**src/verilog/bwm_pkg.sv**
```systemverilog
// Shared constants, register map and state type of the breaker wear monitor.
package bwm_pkg;
    localparam int CUR_W   = 16;           // Current in units of 10 A.
    localparam int CNT_W   = 17;           // Operation counts.
    localparam int NPTS    = 8;            // Breaker curve points.
    localparam int NPH     = 3;            // Poles.
    localparam int NLVL    = 2;            // Alarm levels.
    localparam int NCTR    = NLVL * NPH;   // Operations-left counters.
    localparam int NEVAL   = NLVL + NPH;   // Log evaluations of a trip job.
    localparam int LOG_FW  = 8;            // Fraction bits of log2 values.
    localparam int LOG_W   = 13;           // 5 integer bits and fraction.
    localparam int PROD_W  = 2 * LOG_W;    // Divider numerator width.
    localparam int ADDR_W  = 8;
    localparam int DATA_W  = 32;
    localparam int EVT_W   = 4;
    localparam int SEG_FIRST = 1;          // Curve point 2 as an index.
    localparam int SEG_LAST  = 6;          // Curve point 7 as an index.

    localparam logic [ADDR_W-1:0] OFS_AUTH      = 8'h00;
    localparam logic [ADDR_W-1:0] OFS_CTRL      = 8'h04;
    localparam logic [ADDR_W-1:0] OFS_EVT_EN    = 8'h08;
    localparam logic [ADDR_W-1:0] OFS_LVL_CUR   = 8'h0c;
    localparam logic [ADDR_W-1:0] OFS_LVL_LIM   = 8'h10;
    localparam logic [ADDR_W-1:0] LVL_STRIDE    = 8'h08;
    localparam logic [ADDR_W-1:0] OFS_STATUS    = 8'h1c;
    localparam logic [ADDR_W-1:0] OFS_INT_CLR   = 8'h20;
    localparam logic [ADDR_W-1:0] OFS_INT_EN    = 8'h24;
    localparam logic [ADDR_W-1:0] OFS_ALARM     = 8'h28;
    localparam logic [ADDR_W-1:0] OFS_TRIP_TIME = 8'h2c;
    localparam logic [ADDR_W-1:0] OFS_TRIP_CUR  = 8'h30;
    localparam logic [ADDR_W-1:0] OFS_OPS       = 8'h40;
    localparam logic [ADDR_W-1:0] OFS_CRV_CUR   = 8'h60;
    localparam logic [ADDR_W-1:0] OFS_CRV_CNT   = 8'h80;
    localparam logic [ADDR_W-1:0] WORD_BYTES    = 8'h04;

    localparam int CTRL_CLEAR_BIT = 0;
    localparam int EVT_L1_ON  = 0;
    localparam int EVT_L1_OFF = 1;
    localparam int EVT_L2_ON  = 2;
    localparam int EVT_L2_OFF = 3;

    localparam logic [CUR_W-1:0] CUR_MAX     = 16'h2710;  // 100.00 kA.
    localparam logic [CNT_W-1:0] LIM_MAX     = 17'h186a0; // 100000.
    localparam logic [CNT_W-1:0] LIM_MIN     = 17'h00001;
    localparam logic [CUR_W-1:0] RST_CRV_CUR = 16'hffff;
    localparam logic [CNT_W-1:0] RST_CRV_CNT = 17'h00001;
    localparam logic [CNT_W-1:0] DEC_UNIT    = 17'h00001;
    localparam logic [31:0]      ROUND_HALF  = 32'h00000080;
    localparam logic [3:0]       BE_FULL     = 4'hf;

    typedef enum logic [1:0] {ST_IDLE, ST_SETUP, ST_DIV, ST_APPLY}
        bwm_state_e;
endpackage

```
**src/verilog/bwm_top.sv**
```systemverilog
// Breaker wear monitor with its Avalon-MM register slave.
// Contract
// RULE_01 - Interrupted current measured per pole separately.
// RULE_02 - Capture currents when supervised trip output activates.
// RULE_03 - Curve table holds up to eight points.
// RULE_04 - Software fills unused points with oversize current.
// RULE_05 - Log/log interpolation between curve points two-eight.
// RULE_06 - Exponent from segment counts and currents ratio.
// RULE_07 - Segment constant from same segment endpoints.
// RULE_08 - Two alarm levels: current and limit settings.
// RULE_09 - Each pole current weighted against both levels.
// RULE_10 - Above level: decrement is count ratio.
// RULE_11 - Below level: decrement by exactly one.
// RULE_12 - Decrement quotient rounded to nearest whole.
// RULE_13 - Three counters per level; smallest is supervised.
// RULE_14 - Smallest below limit raises level alarm output.
// RULE_15 - Four transition events, each gated by enable.
// RULE_16 - Clear reloads counters with count at level.
// RULE_17 - Record latest trip time and pole currents.
// RULE_18 - Protected settings writable only after authorisation.
`timescale 1ns/10ps
module bwm_top #(
    parameter logic [31:0] AUTH_KEY = 32'h0000c0de // Arbitrary value.
)(
    input  wire logic                       clk,          // 125 MHz clock
    input  wire logic                       rstn,         // Async reset
    input  wire logic [bwm_pkg::ADDR_W-1:0] address,      // Byte address
    input  wire logic                       read,         // Read request
    input  wire logic                       write,        // Write request
    input  wire logic [bwm_pkg::DATA_W-1:0] writedata,    // Write data
    input  wire logic [3:0]                 byteenable,   // Byte lanes
    output logic      [bwm_pkg::DATA_W-1:0] readdata,     // Read data
    output logic                            waitrequest,  // Stall
    input  wire logic                       trip_out,     // Supervised trip
    input  wire logic [bwm_pkg::CUR_W-1:0]  ph1_cur,      // Pole 1 current
    input  wire logic [bwm_pkg::CUR_W-1:0]  ph2_cur,      // Pole 2 current
    input  wire logic [bwm_pkg::CUR_W-1:0]  ph3_cur,      // Pole 3 current
    input  wire logic [31:0]                time_of_day,  // Time stamp
    output logic                            alarm_lvl1,   // Level 1 alarm
    output logic                            alarm_lvl2,   // Level 2 alarm
    output logic                            irq           // Interrupt
);
    import bwm_pkg::*;

    function automatic logic [LOG_W-1:0] log2q(input logic [CNT_W-1:0] x);
        int p;
        logic [CNT_W-1:0] sh;
        p = 0;
        for (int i = 0; i < CNT_W; i++) begin
            if (x[i]) begin
                p = i;
            end
        end
        sh = x << (CNT_W - 1 - p);
        return {5'(p), sh[CNT_W-2 -: LOG_FW]};
    endfunction

    // Piecewise linear 2^q, rounded to the nearest whole count.
    function automatic logic [CNT_W-1:0] exp2q(input logic [LOG_W-1:0] q);
        logic [31:0] v;
        v = 32'({1'b1, q[LOG_FW-1:0]}) << q[LOG_W-1:LOG_FW];
        v = (v + ROUND_HALF) >> LOG_FW;
        if (q[LOG_W-1:LOG_FW] >= 5'(CNT_W) || v > 32'({CNT_W{1'b1}})) begin
            return {CNT_W{1'b1}};
        end
        return v[CNT_W-1:0];
    endfunction

    logic [1:0] rst_sync_q;
    logic       rst_n_s;
    always_ff @(posedge clk or negedge rstn) begin
        if (!rstn) begin
            rst_sync_q <= 2'h0;
        end else begin
            rst_sync_q <= {rst_sync_q[0], 1'b1};
        end
    end
    assign rst_n_s = rst_sync_q[1];

    // Bus slave: one wait cycle, then the request completes.
    logic              wait_q;
    logic [DATA_W-1:0] rdata_q;
    logic [DATA_W-1:0] rdata_d;
    logic              req;
    logic              take;
    logic              wr_ok;
    logic              prot_ok;
    logic              auth_q;
    assign req     = read | write;
    assign take    = req & ~wait_q;
    assign wr_ok   = take & write & (byteenable == BE_FULL);
    assign prot_ok = wr_ok & auth_q;
    assign readdata    = rdata_q;
    assign waitrequest = wait_q;

    always_ff @(posedge clk or negedge rst_n_s) begin
        if (!rst_n_s) begin
            wait_q  <= 1'b1;
            rdata_q <= 32'h0;
        end else begin
            wait_q <= ~(req & wait_q);
            if (read & wait_q) begin
                rdata_q <= rdata_d;
            end
        end
    end

    always_ff @(posedge clk or negedge rst_n_s) begin
        if (!rst_n_s) begin
            auth_q <= 1'b0;
        end else if (wr_ok && address == OFS_AUTH) begin
            auth_q <= (writedata == AUTH_KEY); // RULE_18
        end
    end

    // Settings.
    logic [CUR_W-1:0] crv_cur_q [NPTS];
    logic [CNT_W-1:0] crv_cnt_q [NPTS];
    logic [CUR_W-1:0] lvl_cur_q [NLVL];
    logic [CNT_W-1:0] lvl_lim_q [NLVL];
    logic [EVT_W-1:0] evt_en_q;
    logic [EVT_W-1:0] int_en_q;
    logic             clr_cmd;
    assign clr_cmd = prot_ok && address == OFS_CTRL
                     && writedata[CTRL_CLEAR_BIT]; // RULE_18

    // Reset loads every point with an oversize current (RST_CRV_CUR), so unused points need no write.
    always_ff @(posedge clk or negedge rst_n_s) begin
        if (!rst_n_s) begin
            for (int i = 0; i < NPTS; i++) begin
                crv_cur_q[i] <= RST_CRV_CUR;
                crv_cnt_q[i] <= RST_CRV_CNT;
            end
        end else begin
            for (int i = 0; i < NPTS; i++) begin // RULE_03
                if (wr_ok && address == 8'(OFS_CRV_CUR + WORD_BYTES * i)) begin
                    crv_cur_q[i] <= writedata[CUR_W-1:0];
                end
                if (wr_ok && address == 8'(OFS_CRV_CNT + WORD_BYTES * i)) begin
                    crv_cnt_q[i] <= writedata[CNT_W-1:0];
                end
            end
        end
    end

    // Levels are clamped to their settable ranges.
    always_ff @(posedge clk or negedge rst_n_s) begin
        if (!rst_n_s) begin
            for (int l = 0; l < NLVL; l++) begin
                lvl_cur_q[l] <= '0;
                lvl_lim_q[l] <= LIM_MIN;
            end
            evt_en_q <= '0;
        end else begin
            for (int l = 0; l < NLVL; l++) begin // RULE_08
                if (prot_ok && address == 8'(OFS_LVL_CUR + LVL_STRIDE * l))
                begin
                    lvl_cur_q[l] <= (writedata > 32'(CUR_MAX)) ? CUR_MAX
                                    : writedata[CUR_W-1:0];
                end
                if (prot_ok && address == 8'(OFS_LVL_LIM + LVL_STRIDE * l))
                begin
                    lvl_lim_q[l] <= (writedata > 32'(LIM_MAX)) ? LIM_MAX
                                  : (writedata < 32'(LIM_MIN)) ? LIM_MIN
                                  : writedata[CNT_W-1:0];
                end
            end
            if (prot_ok && address == OFS_EVT_EN) begin
                evt_en_q <= writedata[EVT_W-1:0];
            end
        end
    end

    // Trip capture and latest-trip record.
    logic             trip_prev_q;
    logic             trip_rise;
    logic [31:0]      trip_time_q;
    logic [CUR_W-1:0] trip_cur_q [NPH];
    assign trip_rise = trip_out & ~trip_prev_q; // RULE_02
    always_ff @(posedge clk or negedge rst_n_s) begin
        if (!rst_n_s) begin
            trip_prev_q <= 1'b0;
            trip_time_q <= '0;
            for (int p = 0; p < NPH; p++) begin
                trip_cur_q[p] <= '0;
            end
        end else begin
            trip_prev_q <= trip_out;
            if (trip_rise) begin
                trip_time_q   <= time_of_day; // RULE_17
                trip_cur_q[0] <= ph1_cur;     // RULE_01
                trip_cur_q[1] <= ph2_cur;
                trip_cur_q[2] <= ph3_cur;
            end
        end
    end

    // Wear engine: log2 of the permitted count for five currents on a trip, two on a clear.
    bwm_state_e       st_q;
    logic             pend_clr_q;
    logic             pend_trip_q;
    logic             job_clr_q;
    logic [2:0]       ev_q;
    logic [CUR_W-1:0] job_cur_q [NPH];
    logic [LOG_W-1:0] lc_q [NEVAL];
    logic [LOG_W-1:0] base_q;
    logic [LOG_W-1:0] dc_q;
    logic [PROD_W-1:0] num_q;
    logic [PROD_W-1:0] quo_q;
    logic [LOG_W-1:0] den_q;
    logic [LOG_W-1:0] rem_q;
    logic [4:0]       bit_q;
    logic [LOG_W-1:0] lcur [NPTS];
    logic [LOG_W-1:0] lcnt [NPTS];
    logic [CUR_W-1:0] ev_x;
    logic [LOG_W-1:0] s_base;
    logic [LOG_W-1:0] s_dc;
    logic [LOG_W-1:0] s_dx;
    logic [LOG_W-1:0] s_di;
    logic [LOG_W:0]   dv_t;
    logic             dv_ge;
    logic [LOG_W-1:0] q_clamp;
    logic             ev_last;

    for (genvar i = 0; i < NPTS; i++) begin : g_log
        assign lcur[i] = log2q(CNT_W'(crv_cur_q[i]));
        assign lcnt[i] = log2q(crv_cnt_q[i]);
    end

    assign ev_x = (ev_q < 3'(NLVL)) ? lvl_cur_q[ev_q[0]]
                : job_cur_q[2'(ev_q - 3'(NLVL))];

    // log C = log C_k - n * (log I - log I_k), with n from the segment.
    always_comb begin
        logic [2:0] seg;
        seg = 3'(SEG_FIRST);
        for (int k = SEG_FIRST; k <= SEG_LAST; k++) begin // RULE_05
            if (ev_x >= crv_cur_q[k]) begin
                seg = 3'(k);
            end
        end
        s_base = lcnt[seg];
        s_dc   = (lcnt[seg] > lcnt[3'(seg + 3'h1)])
                 ? lcnt[seg] - lcnt[3'(seg + 3'h1)] : '0; // RULE_06
        s_di   = lcur[3'(seg + 3'h1)] - lcur[seg];        // RULE_07
        s_dx   = log2q(CNT_W'(ev_x)) - lcur[seg];
        if (ev_x < crv_cur_q[SEG_FIRST]) begin
            s_dc = '0;
        end
        if (ev_x >= crv_cur_q[SEG_LAST + 1]) begin
            s_base = lcnt[SEG_LAST + 1];
            s_dc   = '0;
        end
    end

    assign dv_t    = {rem_q, num_q[PROD_W-1]};
    assign dv_ge   = dv_t >= {1'b0, den_q};
    assign q_clamp = (quo_q > PROD_W'(dc_q)) ? dc_q : quo_q[LOG_W-1:0];
    assign ev_last = job_clr_q ? (ev_q == 3'(NLVL - 1))
                               : (ev_q == 3'(NEVAL - 1));

    always_ff @(posedge clk or negedge rst_n_s) begin
        if (!rst_n_s) begin
            pend_clr_q  <= 1'b0;
            pend_trip_q <= 1'b0;
        end else begin
            pend_clr_q  <= (pend_clr_q & ~(st_q == ST_IDLE)) | clr_cmd;
            pend_trip_q <= (pend_trip_q & ~(st_q == ST_IDLE && !pend_clr_q))
                           | trip_rise;
        end
    end

    always_ff @(posedge clk or negedge rst_n_s) begin
        if (!rst_n_s) begin
            st_q      <= ST_IDLE;
            job_clr_q <= 1'b0;
            ev_q      <= '0;
            base_q    <= '0;
            dc_q      <= '0;
            num_q     <= '0;
            quo_q     <= '0;
            den_q     <= '0;
            rem_q     <= '0;
            bit_q     <= '0;
            for (int e = 0; e < NEVAL; e++) begin
                lc_q[e] <= '0;
            end
            for (int p = 0; p < NPH; p++) begin
                job_cur_q[p] <= '0;
            end
        end else begin
            case (st_q)
                ST_IDLE: begin
                    ev_q <= '0;
                    if (pend_clr_q) begin
                        job_clr_q <= 1'b1;
                        st_q      <= ST_SETUP;
                    end else if (pend_trip_q) begin
                        job_clr_q <= 1'b0;
                        job_cur_q <= trip_cur_q;
                        st_q      <= ST_SETUP;
                    end
                end
                ST_SETUP: begin
                    base_q <= s_base;
                    dc_q   <= s_dc;
                    num_q  <= s_dc * (s_dx > s_di ? s_di : s_dx);
                    den_q  <= s_di;
                    rem_q  <= '0;
                    quo_q  <= '0;
                    bit_q  <= 5'(PROD_W);
                    st_q   <= ST_DIV;
                end
                ST_DIV: begin
                    if (bit_q != 5'h0) begin
                        num_q <= num_q << 1;
                        quo_q <= {quo_q[PROD_W-2:0], dv_ge};
                        rem_q <= dv_ge ? LOG_W'(dv_t - {1'b0, den_q})
                                       : LOG_W'(dv_t);
                        bit_q <= bit_q - 5'h1;
                    end else begin
                        lc_q[ev_q] <= base_q - q_clamp;
                        ev_q       <= ev_q + 3'h1;
                        st_q       <= ev_last ? ST_APPLY : ST_SETUP;
                    end
                end
                ST_APPLY: begin
                    st_q <= ST_IDLE;
                end
                default: begin
                    st_q <= ST_IDLE;
                end
            endcase
        end
    end

    // Operations-left counters, level-major: index = level * 3 + pole.
    logic [CNT_W-1:0] ops_q [NCTR];
    for (genvar g = 0; g < NCTR; g++) begin : g_ctr
        localparam int L = g / NPH;
        localparam int P = g % NPH;
        logic [LOG_W-1:0] diff;
        logic [CNT_W-1:0] delta;
        logic             above;
        assign above = job_cur_q[P] > lvl_cur_q[L]; // RULE_09
        assign diff  = (lc_q[L] > lc_q[NLVL + P])
                       ? lc_q[L] - lc_q[NLVL + P] : '0;
        // Ratio of counts is 2 to the power of the difference of their logs.
        assign delta = above ? exp2q(diff) : DEC_UNIT; // RULE_10 RULE_11 RULE_12
        always_ff @(posedge clk or negedge rst_n_s) begin
            if (!rst_n_s) begin
                ops_q[g] <= '0;
            end else if (st_q == ST_APPLY) begin
                if (job_clr_q) begin
                    ops_q[g] <= exp2q(lc_q[L]); // RULE_16
                end else begin
                    ops_q[g] <= (ops_q[g] > delta) ? ops_q[g] - delta : '0;
                end
            end
        end

    end

    // Smallest of the three counters per level against its limit.
    logic [NLVL-1:0] alarm_q;
    logic [NLVL-1:0] alarm_d;
    always_comb begin
        for (int l = 0; l < NLVL; l++) begin
            logic [CNT_W-1:0] m;
            m = ops_q[l * NPH];
            for (int p = 1; p < NPH; p++) begin // RULE_13
                if (ops_q[l * NPH + p] < m) begin
                    m = ops_q[l * NPH + p];
                end
            end
            alarm_d[l] = m < lvl_lim_q[l]; // RULE_14
        end
    end
    always_ff @(posedge clk or negedge rst_n_s) begin
        if (!rst_n_s) begin
            alarm_q <= '0;
        end else begin
            alarm_q <= alarm_d;
        end
    end
    assign alarm_lvl1 = alarm_q[0];
    assign alarm_lvl2 = alarm_q[1];

    // Events and interrupt; a new event wins over a clear.
    logic [EVT_W-1:0] status_q;
    logic [EVT_W-1:0] evt_set;
    logic [EVT_W-1:0] evt_clr;
    logic             irq_q;
    assign evt_set = evt_en_q & {alarm_q[1] & ~alarm_d[1],
                                 ~alarm_q[1] & alarm_d[1],
                                 alarm_q[0] & ~alarm_d[0],
                                 ~alarm_q[0] & alarm_d[0]}; // RULE_15
    assign evt_clr = (wr_ok && address == OFS_INT_CLR)
                     ? writedata[EVT_W-1:0] : '0;
    always_ff @(posedge clk or negedge rst_n_s) begin
        if (!rst_n_s) begin
            status_q <= '0;
            int_en_q <= '0;
            irq_q    <= 1'b0;
        end else begin
            status_q <= (status_q & ~evt_clr) | evt_set;
            irq_q    <= |(status_q & int_en_q);
            if (wr_ok && address == OFS_INT_EN) begin
                int_en_q <= writedata[EVT_W-1:0];
            end
        end
    end
    assign irq = irq_q;

    // Read multiplexer; unmapped addresses read zero.
    always_comb begin
        rdata_d = '0;
        case (address)
            OFS_AUTH:      rdata_d = 32'(auth_q);
            OFS_CTRL:      rdata_d = 32'(st_q != ST_IDLE);
            OFS_EVT_EN:    rdata_d = 32'(evt_en_q);
            OFS_STATUS:    rdata_d = 32'(status_q);
            OFS_INT_EN:    rdata_d = 32'(int_en_q);
            OFS_ALARM:     rdata_d = 32'(alarm_q);
            OFS_TRIP_TIME: rdata_d = trip_time_q;
            default:       rdata_d = '0;
        endcase
        for (int l = 0; l < NLVL; l++) begin
            if (address == 8'(OFS_LVL_CUR + LVL_STRIDE * l)) begin
                rdata_d = 32'(lvl_cur_q[l]);
            end
            if (address == 8'(OFS_LVL_LIM + LVL_STRIDE * l)) begin
                rdata_d = 32'(lvl_lim_q[l]);
            end
        end
        for (int p = 0; p < NPH; p++) begin
            if (address == 8'(OFS_TRIP_CUR + WORD_BYTES * p)) begin
                rdata_d = 32'(trip_cur_q[p]);
            end
        end
        for (int c = 0; c < NCTR; c++) begin
            if (address == 8'(OFS_OPS + WORD_BYTES * c)) begin
                rdata_d = 32'(ops_q[c]);
            end
        end
        for (int i = 0; i < NPTS; i++) begin
            if (address == 8'(OFS_CRV_CUR + WORD_BYTES * i)) begin
                rdata_d = 32'(crv_cur_q[i]);
            end
            if (address == 8'(OFS_CRV_CNT + WORD_BYTES * i)) begin
                rdata_d = 32'(crv_cnt_q[i]);
            end
        end
    end
endmodule

```
**config.mk**
```make
export PLATFORM = sky130hd
export DESIGN_NAME = bwm_top
export DESIGN_NICKNAME = d
export VERILOG_FILES = /design/src/verilog/bwm_pkg.sv /design/src/verilog/bwm_top.sv
export SDC_FILE = /design/constraint.sdc
export NUM_CORES = 2
export LEC_CHECK = 0
export ABC_AREA = 1
export BUFFER_PORTS_ARGS = -buffer_cell sky130_fd_sc_hd__buf_2
export CAP_MARGIN = 25
export CELL_PAD_IN_SITES_DETAIL_PLACEMENT = 1
export CELL_PAD_IN_SITES_GLOBAL_PLACEMENT = 1
export CORE_MARGIN = 2
export CORE_UTILIZATION = 47
export DETAILED_ROUTE_END_ITERATION = 12
export PLACE_DENSITY = 0.81
export REMOVE_ABC_BUFFERS = 1
export SYNTH_ARGS = -nofsm -noshare
export SYNTH_HDL_FRONTEND = slang
export SYNTH_SLANG_ARGS = --single-unit
```
**constraint.sdc**
```tcl
create_clock -name clk -period 31.9 [get_ports clk]
set_input_delay 4.785 -clock clk [delete_from_list [all_inputs] [get_ports clk]]
set_output_delay 4.785 -clock clk [all_outputs]
set_load 0.1 [all_outputs]
```
==> impl_results.md <==
* Vias post-DR at 91200
* DIE AREA at around 180000 um2
* Largest net degree at the start of global routing at 154
* Post_cts resized at 0
* Die span in x at 419 um
* Min-Delay Path Class: reg2reg
* FF-to-FF setup slack at 14310 ps
* First-pass GRT wire length at 578000 um
* Initial antenna violation count at 28
* Clk buf depth at 3
* First drt pass iteration count at 9
* CP Capture Type: flip-flop
* Power Density at 31.8 nW/um2
* Leak at 40.5 nW
* Final hold vios at 0
* Initial Util at 47.3%
* Via density at around 6.3
* Clock insertion delay at the later pin of the skew report at between 800 and 900 ps
* Fin util at 51.1%
* Fraction of layout cells with a size suffix above 1 at 6.75%
* Post-route DRC at 0
* Vias in the first global route at 91600
* Hold Path End: rst_sync_q[1]$_DFF_PN0_
* CP Data Required Time at between 30000 and 40000 ps
* DRT antenna net count at 0
* CP Launch Type: flip-flop
* CP Class: reg2reg
* Seq/Total Area, Yosys at between 20 and 25%
* Die H at 419 um
* Crit path from: ev_q[0]$_DFFE_PN0P_
* TritonCTS clock tree: built
* CORE AREA at ~170000 um2
* Place WS at 14860 ps
* Crit path buf inv count at 17
* Cell row count at between 150 and 200
* Finish-stage setup viols at 0
* Hold slack at 362 ps
* Layout area overhead at 8.01%
* Max Cap Violations at 0
* Relative slew margins at 13.9%
* CTS Buf Count at between 90 and 100
* Setup skew after layout at 70.5 ps
* Flops & latches, synth at 794
* TNS Setup at 0 ps
* Cts hold-fix bufs at 0
* Final slew viol count at 0
* CP Max Fanout at 69
* Cell area after synthesis at 81000 um2
* Total chip power at 2.79 mW
* Synth cell types at 75
* Fin nets at 13100
* Top_reg_cell synth: dfrtp_1
* Routability cong. at 1.05
* Worst r2r src: ev_q[0]$_DFFE_PN0P_
* Worst hold start: rst_sync_q[0]$_DFF_PN0_
* Hold Path Depth at 0
* Final period utilization at 55.1%
* Final HPWL DP at 305000 um
* CP max stage cell: clkinv_2
* CP Data Arrival Time at 18210 ps
* IO Pins at 165
* Clk sinks at approximately 800
* Yosys Warn Count at 0
* Total grt overflow at 0
* Crit path top cell by count: nand2_1
* Total GRT Usage at between 40% and 50%
* Most common cell after layout, fill and taps aside: nand2_1
* Delay-heaviest family, CP: simple AND/OR/NAND/NOR gates
* Syn Area/Cell at 6.59 um2
* Most frequent cells in the layout: nand2_1 (2987), o21ai_0 (1717), inv_1 (1535), a21oi_1 (873), nor2_1 (845)
* Clock Pin Slew Worst Setup and Hold Paths at 60 ps
* Number of synthesized flops with an enable pin at 0
* Worst slew pin tran at between 1000 and 1500 ps
* Initial detailed-routing violation count at 8635
* Gate Count Post-Synth at between 10000 and 15000
* Clk root buf: clkbuf_16
* Post-CTS Setup Repair Bufs at 0
* Worst VDD drop at 0.0483 mV
* Tmin final at 17590 ps
* Port Buffers at ~160
* Status: complete, no violations
* Final WS setup at 14310 ps
* CP max stage delay at 640 ps
* Achievable Freq at between 0.05 and 0.06 GHz
* Avg WL per Cell at about 27 um
* H-tree depth at 3
* R2R cell count at between 70 and 80
* R2r endpoint: num_q[25]$_DFFE_PN0P_
* DRT Wirelength at just under 400000 um
* Post-synth ARST share at between 90% and 100%
* RSZ-0062 raised after global routing: false
## sequential cells by signal, summed over array words and instances, names as in the netlist, 26 cells and up
signal       cells
num_q           26
ops_q          102
lvl_cur_q       32
quo_q           26
lvl_lim_q       34
crv_cnt_q      136
trip_time_q     32
trip_cur_q      48
crv_cur_q      128
readdata        32
lc_q            65
job_cur_q       48
## through the flow
step	cells	cell area, um2
2_1_floorplan	11800	79100
3_3_place_gp	14400	83800
3_5_place_dp	14400	83900
4_1_cts	14600	87300
5_1_grt	14600	87500
6_report	14600	87500
## how the worst max path moves through the flow
| stage | endpoint | slack [ps] | cells after the start |
|---|---|---|---|
| final | num_q[25]$_DFFE_PN0P_ | 14310 | 77 |
| after global routing | num_q[25]$_DFFE_PN0P_ | 13280 | 77 |
| after CTS | num_q[25]$_DFFE_PN0P_ | 14650 | 77 |
| after detailed placement | num_q[25]$_DFFE_PN0P_ | 14860 | 77 |
| after global placement | num_q[25]$_DFFE_PN0P_ | 15740 | 75 |
| after floorplan | alarm_q[0]$_DFF_PN0_ | 8370 | 0 |
## per-layer routing
metal	share of wire (%)	vias to the layer above	track usage [%]
li1	-	41000	-
met2	44	4026	68.5
met5	0.044	-	0
met4	8.5	20	31.4
met1	38	45000	52.6
met3	8.7	1212	9.17
## report_power, final
part	total [mW]	internal [mW]	switching, mW	leakage, nW
clock network	1.23	0.696	0.538	1.66
logic	0.481	0.124	0.357	29.3
registers	1.07	1.04	0.0249	9.56
## area by class of cell
type	count	area (um2)
well taps	2310	2890
flip-flops and latches	794	20000
repair buffers	293	1940
clock inverters	48	703
inverters	1607	6030
clock buffers	132	2730
multi-input cells	9399	53100
diodes	12	30.0
fillers	22800	83900
## cells in the mapped netlist (122+ instances only)
| master | instances | share of area, % |
|---|---|---|
| clkbuf_1 | 443 | 2.1 |
| ha_1 | 667 | 10 |
| fa_1 | 138 | 3.4 |
| nand3_1 | 659 | 4.1 |
| nor3_1 | 122 | 0.75 |
| o211ai_1 | 122 | 1.1 |
| xor2_1 | 155 | 1.7 |
| a21oi_1 | 873 | 5.4 |
| nand2_1 | 2993 | 14 |
| o21ai_0 | 1720 | 11 |
| dfrtp_1 | 655 | 20 |
| dfstp_2 | 139 | 4.5 |
| nor2_1 | 849 | 3.9 |
| inv_1 | 1548 | 7.2 |
## worst register-to-register path: cells and delay by family (launching register included)
family	cells	cell delay (ps)
AOI/OAI and AO/OA	22	4410
xor gates and xnor gates	1	140
adders and majority gates	10	4350
buffers and inverters	17	3000
DFF	1	630
and+or+nand+nor	27	4870
## cell families (layout without fill, tap and decap cells)
logic type      count (synthesis)  count (layout)  share of synthesized area, %
buf+inv                      2100            2080                          9.82
xor+xnor                      232             232                          2.62
compound gates               3406            3406                          23.6
fa+ha+maj                     805             805                          13.7
simple gates                 4908            4908                          24.9
mux                            47              47                         0.612
other cells                     1              13                       0.00463
flops                         794             794                          24.7
Note: power is estimated with default switching activity, not from simulation.
